--- src/rtl/tmc_pkg.sv ---
// package: constants and types of the temperature monitor control
package tmc_pkg;

   ////////////////////////////////////////////////////////////////////////
   // register map
   localparam logic [7:0] REG_LTEMP = 8'h00;
   localparam logic [7:0] REG_RTEMP = 8'h01;
   localparam logic [7:0] REG_STAT = 8'h02;
   localparam logic [7:0] REG_CFG = 8'h03;
   localparam logic [7:0] REG_LHI = 8'h05;
   localparam logic [7:0] REG_LLO = 8'h06;
   localparam logic [7:0] REG_RHI = 8'h07;
   localparam logic [7:0] REG_RLO = 8'h08;
   localparam logic [7:0] REG_REV = 8'hfe;

   // field positions
   localparam int CFG_MASK_BIT = 7;
   localparam int CFG_STBY_BIT = 6;
   localparam logic [7:0] CFG_WMASK = 8'hc0;
   localparam int ST_LHI = 6;
   localparam int ST_LLO = 5;
   localparam int ST_RHI = 4;
   localparam int ST_RLO = 3;
   localparam int ST_OPEN = 2;
   localparam logic [7:0] STAT_FLAGS = 8'h7c;

   // values after reset
   localparam logic [7:0] TEMP_RST = 8'h80;
   localparam logic [7:0] CFG_RST = 8'h00;
   localparam logic [7:0] LIM_HI_RST = 8'h7f;
   localparam logic [7:0] LIM_LO_RST = 8'h00;
   localparam logic [7:0] RDATA_NONE = 8'h00;

   // identity nibbles: values are arbitrary
   localparam logic [3:0] REV_PART = 4'h5;
   localparam logic [3:0] REV_STEP = 4'h1;

   // counts
   localparam int AVG_CNT = 16;
   localparam logic [3:0] AVG_LAST = 4'(AVG_CNT - 1);
   localparam logic [1:0] STRAP_WAIT = 2'h2;
   localparam logic [3:0] BITS_BYTE = 4'h8;
   localparam logic [3:0] BITS_ACKED = 4'h9;

   ////////////////////////////////////////////////////////////////////////
   // three-level strap and address table
   typedef logic [1:0] tmc_strap_t;
   localparam tmc_strap_t STRAP_LOW = 2'h0;
   localparam tmc_strap_t STRAP_FLOAT = 2'h1;
   localparam logic [3:0] ADDR_HI_LOW = 4'h3;
   localparam logic [3:0] ADDR_HI_FLOAT = 4'h5;
   localparam logic [3:0] ADDR_HI_HIGH = 4'h9;
   localparam logic [2:0] ADDR_LO_FLOAT = 3'h1;
   localparam logic [2:0] ADDR_LO_HIGH = 3'h4;

   function automatic logic [6:0] tmc_addr(input tmc_strap_t a0,
                                           input tmc_strap_t a1);
      logic [2:0] lo;
      // code 3 on a strap counts as high
      lo = a1[1] ? 3'h2 : {2'h0, a1[0]};
      if (a0 == STRAP_LOW) begin
         return {ADDR_HI_LOW, lo};
      end else if (a0 == STRAP_FLOAT) begin
         return {ADDR_HI_FLOAT, 3'(lo + ADDR_LO_FLOAT)};
      end
      return {ADDR_HI_HIGH, 3'(lo + ADDR_LO_HIGH)};
   endfunction : tmc_addr

   ////////////////////////////////////////////////////////////////////////
   // serial bus states
   typedef enum logic [5:0] {
      BS_IDLE = 6'b00_0001,
      BS_ADDR = 6'b00_0010,
      BS_ACK = 6'b00_0100,
      BS_RX = 6'b00_1000,
      BS_TX = 6'b01_0000,
      BS_MACK = 6'b10_0000
   } tmc_bus_st_t;

   typedef struct packed {
      logic scl_m, scl_s, scl_p;
      logic sd_m, sd_s, sd_p;
      tmc_strap_t a0_m, a0_s, a1_m, a1_s;
      logic op_m, op_s;
      logic [1:0] strap_cnt;
      logic strap_ok;
      logic [6:0] dev_addr;
      tmc_bus_st_t st;
      logic [3:0] cnt;
      logic [7:0] sh, tx, ptr;
      logic rw, first;
      logic [7:0] cfg, lhi, llo, rhi, rlo, ltemp, rtemp, stat;
      logic run, sel, sd_oe, alert_n;
   } tmc_ctl_t;

   localparam tmc_ctl_t CTL_RST = '{
      scl_m: 1'b1, scl_s: 1'b1, scl_p: 1'b1,
      sd_m: 1'b1, sd_s: 1'b1, sd_p: 1'b1,
      st: BS_IDLE, cfg: CFG_RST,
      lhi: LIM_HI_RST, rhi: LIM_HI_RST,
      llo: LIM_LO_RST, rlo: LIM_LO_RST,
      ltemp: TEMP_RST, rtemp: TEMP_RST,
      run: 1'b1, alert_n: 1'b1,
      default: '0
   };

   typedef struct packed {
      logic [11:0] sum;
      logic [3:0] cnt;
      logic [7:0] avg;
      logic vld;
   } tmc_avg_t;

   localparam tmc_avg_t AVG_RST = '0;

endpackage : tmc_pkg

--- src/rtl/tmc_conv_if.sv ---
// interface: raw samples into the averager and averaged results out
interface tmc_conv_if;
   logic [7:0] raw;
   logic raw_valid;
   logic clear;
   logic [7:0] avg;
   logic avg_valid;
   modport ctl (output raw, output raw_valid, output clear,
                input avg, input avg_valid);
   modport avg_end (input raw, input raw_valid, input clear,
                    output avg, output avg_valid);
endinterface : tmc_conv_if

--- src/rtl/tmc_avg.sv ---
// averager: sixteen raw samples of one channel into one clamped result
module tmc_avg (
   input wire logic clock,
   input wire logic rst_n,
   tmc_conv_if.avg_end c
);
   import tmc_pkg::*;

   tmc_avg_t s;
   tmc_avg_t n;
   logic [11:0] tot;

   always_comb begin
      n = s;
      n.vld = 1'b0;
      tot = 12'(s.sum + {{4{c.raw[7]}}, c.raw});
      if (c.clear) begin
         n.sum = '0;
         n.cnt = '0;
      end else if (c.raw_valid) begin
         if (s.cnt == AVG_LAST) begin
            n.vld = 1'b1;
            n.sum = '0;
            n.cnt = '0;
            // negative averages fold to zero: range is 0..127
            n.avg = tot[11] ? 8'h00 : tot[11:4];
         end else begin
            n.sum = tot;
            n.cnt = 4'(s.cnt + 4'h1);
         end
      end
   end

   always_ff @(posedge clock) begin
      if (!rst_n) begin
         s <= AVG_RST;
      end else begin
         s <= n;
      end
   end

   assign c.avg = s.avg;
   assign c.avg_valid = s.vld;

   ////////////////////////////////////////////////////////////////////////
   // checks
   logic [4:0] seen_q;
   always_ff @(posedge clock) begin
      if (!rst_n || c.clear) begin
         seen_q <= '0;
      end else if (s.vld) begin
         // a sample in the result cycle already opens the next average
         seen_q <= 5'(c.raw_valid);
      end else if (c.raw_valid) begin
         seen_q <= 5'(seen_q + 5'h01);
      end
   end
endmodule : tmc_avg

--- src/rtl/tmc_ctl.sv ---
// top: conversion sequencing, limits, alarm and serial register access

// Behaviour
// - converter runs free, alternating local and remote channel, no trigger.
// - results stored as 8-bit twos complement in local or remote register.
// - each stored value is the average of sixteen samples of one channel.
// - both temperature registers hold minus 128 until first conversion.
// - converted temperatures are limited to 0 through 127 degrees.
// - unless in standby, conversions start right after reset.
// - pointer resets to 00, the local temperature register; host writes it to read others.
// - upper four revision bits hold a fixed part code.
// - per channel, high flag above high limit, low flag below low limit.
// - status bit 2 set while remote sensor is open.
// - alarm output low whenever any of five flags is set.
// - configuration bit 7 masks the alarm; resets to zero.
// - configuration bit 6 selects standby; bits 5..0 read zero.
// - address straps sampled once after reset, later changes ignored.
// - slave address picked from two three-level straps per table.
module tmc_ctl (
   input wire logic clock,
   input wire logic rst_n,
   input wire logic serial_clock_line,
   input wire logic serial_data_line_in,
   output logic serial_data_line_out_q,
   output logic serial_data_line_oe_q,
   input wire tmc_pkg::tmc_strap_t addr_strap_zero,
   input wire tmc_pkg::tmc_strap_t addr_strap_one,
   input wire logic remote_open,
   input wire logic [7:0] raw_sample,
   input wire logic raw_valid,
   output logic conv_run_q,
   output logic sensor_sel_q,
   output logic alert_n_q
);
   import tmc_pkg::*;

   tmc_ctl_t s;
   tmc_ctl_t n;
   tmc_conv_if c ();
   logic rise, fall, start, stop, addr_hit;
   logic [7:0] rdata;

   ////////////////////////////////////////////////////////////////////////
   // averager
   tmc_avg u_avg (
      .clock(clock),
      .rst_n(rst_n),
      .c(c.avg_end)
   );

   assign c.raw = raw_sample;
   assign c.raw_valid = raw_valid & s.run;
   assign c.clear = ~s.run;

   ////////////////////////////////////////////////////////////////////////
   // bus line events, from synchronised copies only
   assign rise = s.scl_s & ~s.scl_p;
   assign fall = ~s.scl_s & s.scl_p;
   assign start = s.scl_s & s.scl_p & s.sd_p & ~s.sd_s;
   assign stop = s.scl_s & s.scl_p & ~s.sd_p & s.sd_s;
   assign addr_hit = s.strap_ok && (s.sh[7:1] == s.dev_addr);

   // read mux; pointer value is whatever the host left, 00 after reset; unmapped values read 00
   always_comb begin
      case (s.ptr)
         REG_LTEMP: rdata = s.ltemp;
         REG_RTEMP: rdata = s.rtemp;
         REG_STAT: rdata = s.stat;
         REG_CFG: rdata = s.cfg;
         REG_LHI: rdata = s.lhi;
         REG_LLO: rdata = s.llo;
         REG_RHI: rdata = s.rhi;
         REG_RLO: rdata = s.rlo;
         REG_REV: rdata = {REV_PART, REV_STEP};
         default: rdata = RDATA_NONE;
      endcase
   end

   ////////////////////////////////////////////////////////////////////////
   // next state
   always_comb begin
      n = s;
      n.scl_m = serial_clock_line;
      n.scl_s = s.scl_m;
      n.scl_p = s.scl_s;
      n.sd_m = serial_data_line_in;
      n.sd_s = s.sd_m;
      n.sd_p = s.sd_s;
      n.a0_m = addr_strap_zero;
      n.a0_s = s.a0_m;
      n.a1_m = addr_strap_one;
      n.a1_s = s.a1_m;
      n.op_m = remote_open;
      n.op_s = s.op_m;

      // straps caught once, after the synchronisers have filled
      if (!s.strap_ok) begin
         if (s.strap_cnt == STRAP_WAIT) begin
            n.strap_ok = 1'b1;
            n.dev_addr = tmc_addr(s.a0_s, s.a1_s);
         end else begin
            n.strap_cnt = 2'(s.strap_cnt + 2'h1);
         end
      end

      if (rise) begin
         n.sh = {s.sh[6:0], s.sd_s};
         n.cnt = 4'(s.cnt + 4'h1);
      end

      if (start) begin
         n.st = BS_ADDR;
         n.cnt = '0;
         n.sd_oe = 1'b0;
      end else if (stop) begin
         n.st = BS_IDLE;
         n.sd_oe = 1'b0;
      end else begin
         case (s.st)
            BS_IDLE: begin
               n.sd_oe = 1'b0;
            end
            BS_ADDR: begin
               if (fall && s.cnt == BITS_BYTE) begin
                  if (addr_hit) begin
                     n.rw = s.sh[0];
                     n.first = 1'b1;
                     n.sd_oe = 1'b1;
                     n.st = BS_ACK;
                  end else begin
                     n.st = BS_IDLE;
                  end
               end
            end
            BS_ACK: begin
               if (fall) begin
                  n.cnt = '0;
                  if (s.rw) begin
                     n.tx = rdata;
                     n.sd_oe = ~rdata[7];
                     n.st = BS_TX;
                  end else begin
                     n.sd_oe = 1'b0;
                     n.st = BS_RX;
                  end
               end
            end
            BS_RX: begin
               if (fall && s.cnt == BITS_BYTE) begin
                  n.sd_oe = 1'b1;
                  n.st = BS_ACK;
                  n.first = 1'b0;
                  if (s.first) begin
                     n.ptr = s.sh;
                  end else begin
                     case (s.ptr)
                        REG_CFG: n.cfg = s.sh & CFG_WMASK;
                        REG_LHI: n.lhi = s.sh;
                        REG_LLO: n.llo = s.sh;
                        REG_RHI: n.rhi = s.sh;
                        REG_RLO: n.rlo = s.sh;
                        default: n.cfg = s.cfg;
                     endcase
                  end
               end
            end
            BS_TX: begin
               if (fall) begin
                  if (s.cnt == BITS_BYTE) begin
                     n.sd_oe = 1'b0;
                     n.st = BS_MACK;
                  end else begin
                     n.tx = {s.tx[6:0], 1'b0};
                     n.sd_oe = ~s.tx[6];
                  end
               end
            end
            BS_MACK: begin
               if (fall && s.cnt == BITS_ACKED) begin
                  if (s.sh[0]) begin
                     n.st = BS_IDLE;
                  end else begin
                     n.cnt = '0;
                     n.tx = rdata;
                     n.sd_oe = ~rdata[7];
                     n.st = BS_TX;
                  end
               end
            end
            default: begin
               n.st = BS_IDLE;
               n.sd_oe = 1'b0;
            end
         endcase
      end

      // conversion results and limit compare
      n.run = ~s.cfg[CFG_STBY_BIT];
      if (c.avg_valid) begin
         if (s.sel) begin
            n.rtemp = c.avg;
            n.stat[ST_RHI] = $signed(c.avg) > $signed(s.rhi);
            n.stat[ST_RLO] = $signed(c.avg) < $signed(s.rlo);
         end else begin
            n.ltemp = c.avg;
            n.stat[ST_LHI] = $signed(c.avg) > $signed(s.lhi);
            n.stat[ST_LLO] = $signed(c.avg) < $signed(s.llo);
         end
         n.sel = ~s.sel;
      end
      n.stat[ST_OPEN] = s.op_s;
      n.alert_n = ~(|(n.stat & STAT_FLAGS)) | s.cfg[CFG_MASK_BIT];
   end

   always_ff @(posedge clock) begin
      if (!rst_n) begin
         s <= CTL_RST;
      end else begin
         s <= n;
      end
   end

   assign serial_data_line_out_q = 1'b0;
   assign serial_data_line_oe_q = s.sd_oe;
   assign conv_run_q = s.run;
   assign sensor_sel_q = s.sel;
   assign alert_n_q = s.alert_n;
endmodule : tmc_ctl

--- config.mk ---
export PLATFORM = sky130hd
export DESIGN_NAME = tmc_ctl
export DESIGN_NICKNAME = d
export VERILOG_FILES = /design/src/rtl/tmc_pkg.sv /design/src/rtl/tmc_conv_if.sv /design/src/rtl/tmc_avg.sv /design/src/rtl/tmc_ctl.sv
export SDC_FILE = /design/constraint.sdc
export NUM_CORES = 1
export LEC_CHECK = 0
export BUFFER_PORTS_ARGS = -buffer_cell sky130_fd_sc_hd__buf_2
export CAP_MARGIN = 20
export CORE_MARGIN = 2
export CORE_UTILIZATION = 65
export CTS_CLUSTER_SIZE = 16
export DETAILED_ROUTE_END_ITERATION = 16
export PLACE_DENSITY = 0.82
export SKIP_LAST_GASP = 1
export SYNTH_ARGS = -nofsm -noshare
export SYNTH_HDL_FRONTEND = slang
export SYNTH_SLANG_ARGS = --single-unit
--- constraint.sdc ---
create_clock -name clock -period 7.2 [get_ports clock]
set_input_delay 0.36 -clock clock [delete_from_list [all_inputs] [get_ports clock]]
set_output_delay 0.36 -clock clock [all_outputs]
set_load 0.1 [all_outputs]
==> out/metrics.csv <==
metric,value,unit
status,completed,
clk_lat worst skew,430,ps
H-Tree Depth,4,
Synth Area in Adders,0.07241,
Hold Fails Final Rpt,0,
Synth Register Bits,144,
Max Clock Freq,383.3,MHz
top post-synthesis cells by area,"dfxtp_1, ha_1, nand2_1, mux2i_1, nor2b_1",
Startpoint Class,flop,
clock buffer depth,2,
DRT Pass-1 Iters,5,
Slew headroom,0.3474,
IO buf count,21,
min Tclk post-route,2609,ps
Clock Pin Slew Worst Setup and Hold Paths,70,ps
DIE WIDTH,111.7,um
total wire length,17.79,mm
row count,39,
ant diodes,0,
GR Overflow Total,0,
Initial Utilization,0.6626,
TritonCTS buffer count,17,
post-route setup TNS,0,ps
Wirelength per Cell,17.43,um
P_leak,3.248,nW
pin count of the biggest net entering global routing,115,
# hold bufs at CTS,0,
clk_skew,10.10,ps
die area,12470,um^2
area of the multi-input gates,4287,um^2
syn_nets,933,
mapped cell area,7533,um^2
gpl congestion,0.9482,
# DRC,0,
setup bufs post-CTS,0,
Detailed Place HPWL,12.22,mm
sequential share of the synthesized area,0.3827,
"critical path, cell by cell","inv_1, nor4_4, mux2i_1, nand2_1",
post-cts resize count,0,
syn avg cell area,8.639,um^2
asr flop ratio synth,0,
Total Routing Usage GR,0.2891,
first-pass GRT wire length,29.24,mm
VDD IR-drop max,250.5,uV
worst hold start,serial_data_line_in,
synth unique cells,72,
register share of total power,0.432,
Worst-Margin Slew,977.6,ps
Sequential Area,2883,um^2
Post-Synthesis Cells,872,
Worst Hold Endpoint,n[125],
initial drt markers,592,
Synth Flop Type,dfxtp_1,
final setup fails,0,
Final Slew Violations,0,
Synth Area in XOR/XNOR,0.03023,
fraction of synthesized area in multiplexers,0.06012,
Slowest cell on crit path,dfxtp_1,
Int Pwr,0.001471,W
sw frac,0.2508,
Via-to-Cell Ratio,6.153,
Clock Sink Count,144,
initial antenna violation count,0,
Tcrit/Tclk final,0.3623,
worst reg2reg path startpoint,s[70],
Syn-to-layout area delta,9.367,%
post-synth top area cell,dfxtp_1,
Crit path arrival time,2870,ps
clock power share,0.469,
vias in the first global route,6042,
post-synth top area share,0.3827,
hold path cells,2,
largest family of logic cells by synthesized area,simple AND/OR/NAND/NOR gates,
simple-gate share of the synthesized area,0.2237,
layout cells sized above 1,0.08314,
I/O Pins,23,
CTS root buf,clkbuf_16,
Psw,0.0004926,W
reg2reg setup slack,4590,ps
Setup CP Type,reg2reg,
power density over the cells,238.4,nW/um^2
Critical Path RT,7470,ps
post-route antenna net violation count,0,
Slowest Stage Delay on Critical Path,960,ps
Hold WC Path Type,in2reg,
layout net count,926,
vias,6282,
Post-synth EDFFs,0,
Die Span Y,111.7,um
Worst R2R Path Depth,4,
r2r endpoint,s[52],
CTS tree,yes,
CP Max Fanout,25,
placeable core area,11370,um^2
RSZ-0062 raised after global routing,no,
final core occ,0.7247,
CP Capture Type,flop,
maxcap violations,0,
post-synthesis compound-gate area fraction,0.1820,
fillers,854,
YS warnings,0,
Combinational Power Share,0.099,
==> flip-flops by register name (all words and copies together) (netlist names) <==
register / count
s: 106
u_avg.s: 16
n: 10
u_avg.c.avg: 7
alert_n_q: 1
conv_run_q: 1
sensor_sel_q: 1
serial_data_line_oe_q: 1
u_avg.c.avg_valid: 1
==> cells by family (layout without fill, tap and decap cells) <==
group,after synthesis,in the layout
multiplexers,45,45
other,1,1
AND/OR/NAND/NOR,323,323
buffers and inverters,89,95
XOR/XNOR,26,26
flip-flops,144,144
adder cells (fa/ha/maj),43,43
AO/OA/AOI/OAI,201,201
==> cell usage after synthesis (17+ instances only) <==
library cell and n:
a21boi_0 28, a21oi_1 39, clkbuf_1 39, dfxtp_1 144, ha_1 42, inv_1 39
mux2i_1 43, nand2_1 128, nand3_1 18, nor2_1 39, nor2b_1 45, o211ai_1 17
o21ai_0 29
==> stage by stage <==
step	setup slack [ps]	hold WS, ps	instances	area [um^2]	total power [W]
final	4591	114.2	1021	8239	0.001964
after CTS	4130	105.8	1020	8234	0.001970
after global routing	4233	114.5	1021	8239	0.002030
after global placement	4398	390.6	988	7615	0.001045
after floorplan	4668	364.0	872	7533	0.001014
after detailed placement	4262	395.5	988	7615	0.001055
==> critical path, delay by kind of cell, from the launching register on <==
kind | cells | cell delay [ps]
buffers and inverters | 1 | 380
multiplexers | 1 | 250
AND/OR/NAND/NOR | 2 | 840
flip-flops | 1 | 960
==> worst max path at each step <==
stage	to	slack [ps]	cells past startpoint	from
after floorplan	u_avg.c.avg[0]	4670	7	conv_run_q
after global placement	s[34]	4400	5	n[127]
after detailed placement	s[32]	4260	5	s[127]
after CTS	s[32]	4130	5	s[97]
after global routing	u_avg.c.avg[4]	4230	7	u_avg.s[17]
final	s[52]	4590	4	s[70]
==> cell type report <==
| type | instances | area share |
|---|---|---|
| clock buffers | 19 | 0.05376 |
| clock inverters | 13 | 0.02141 |
| inverters | 39 | 0.01777 |
| multi-input cells | 639 | 0.5203 |
| flip-flops and latches | 144 | 0.3499 |
| well taps | 143 | 0.02172 |
| repair buffers | 24 | 0.01519 |
==> cell usage in the layout, fill, tap and decap left out, types with 7 or more instances in the layout <==
| cell type | n |
|---|---|
| ha_1 | 42 |
| and2_1 | 16 |
| o21a_1 | 7 |
| a21o_1 | 8 |
| nor2b_1 | 45 |
| a21boi_0 | 28 |
| o21ai_0 | 29 |
| nand4_1 | 8 |
| nor2_1 | 39 |
| mux2i_1 | 43 |
| a21oi_1 | 39 |
| nor3_1 | 11 |
| xnor2_1 | 10 |
| nand2_1 | 128 |
| o211ai_1 | 17 |
| a22oi_1 | 12 |
| xor2_1 | 16 |
| a31oi_1 | 11 |
| clkbuf_16 | 17 |
| inv_1 | 39 |
| buf_2 | 22 |
| nand2b_1 | 16 |
| a22o_1 | 13 |
| nand3_1 | 18 |
| dfxtp_1 | 144 |
==> per-layer routing <==
| layer | vias to the layer above | share of wire | GRT usage | wire [um] |
|---|---|---|---|---|
| met5 | - | 0 | 0 | 0 |
| met1 | 2945 | 0.42 | 0.3637 | 7430 |
| met3 | 45 | 0.064 | 0.06260 | 1135 |
| met4 | 0 | 0.026 | 0.1070 | 456 |
| li1 | 3043 | - | - | - |
| met2 | 249 | 0.49 | 0.4893 | 8768 |
==> power groups by stage <==
stage,registers (W),clock network (W),logic [W]
after floorplan,0.000859,0,0.000154
after global placement,0.000863,0,0.000182
after detailed placement,0.000864,0,0.000190
after CTS,0.000847,0.000929,0.000193
after global routing,0.000850,0.000964,0.000216
final,0.000848,0.000922,0.000194
Power figures use the tool's default switching activity.
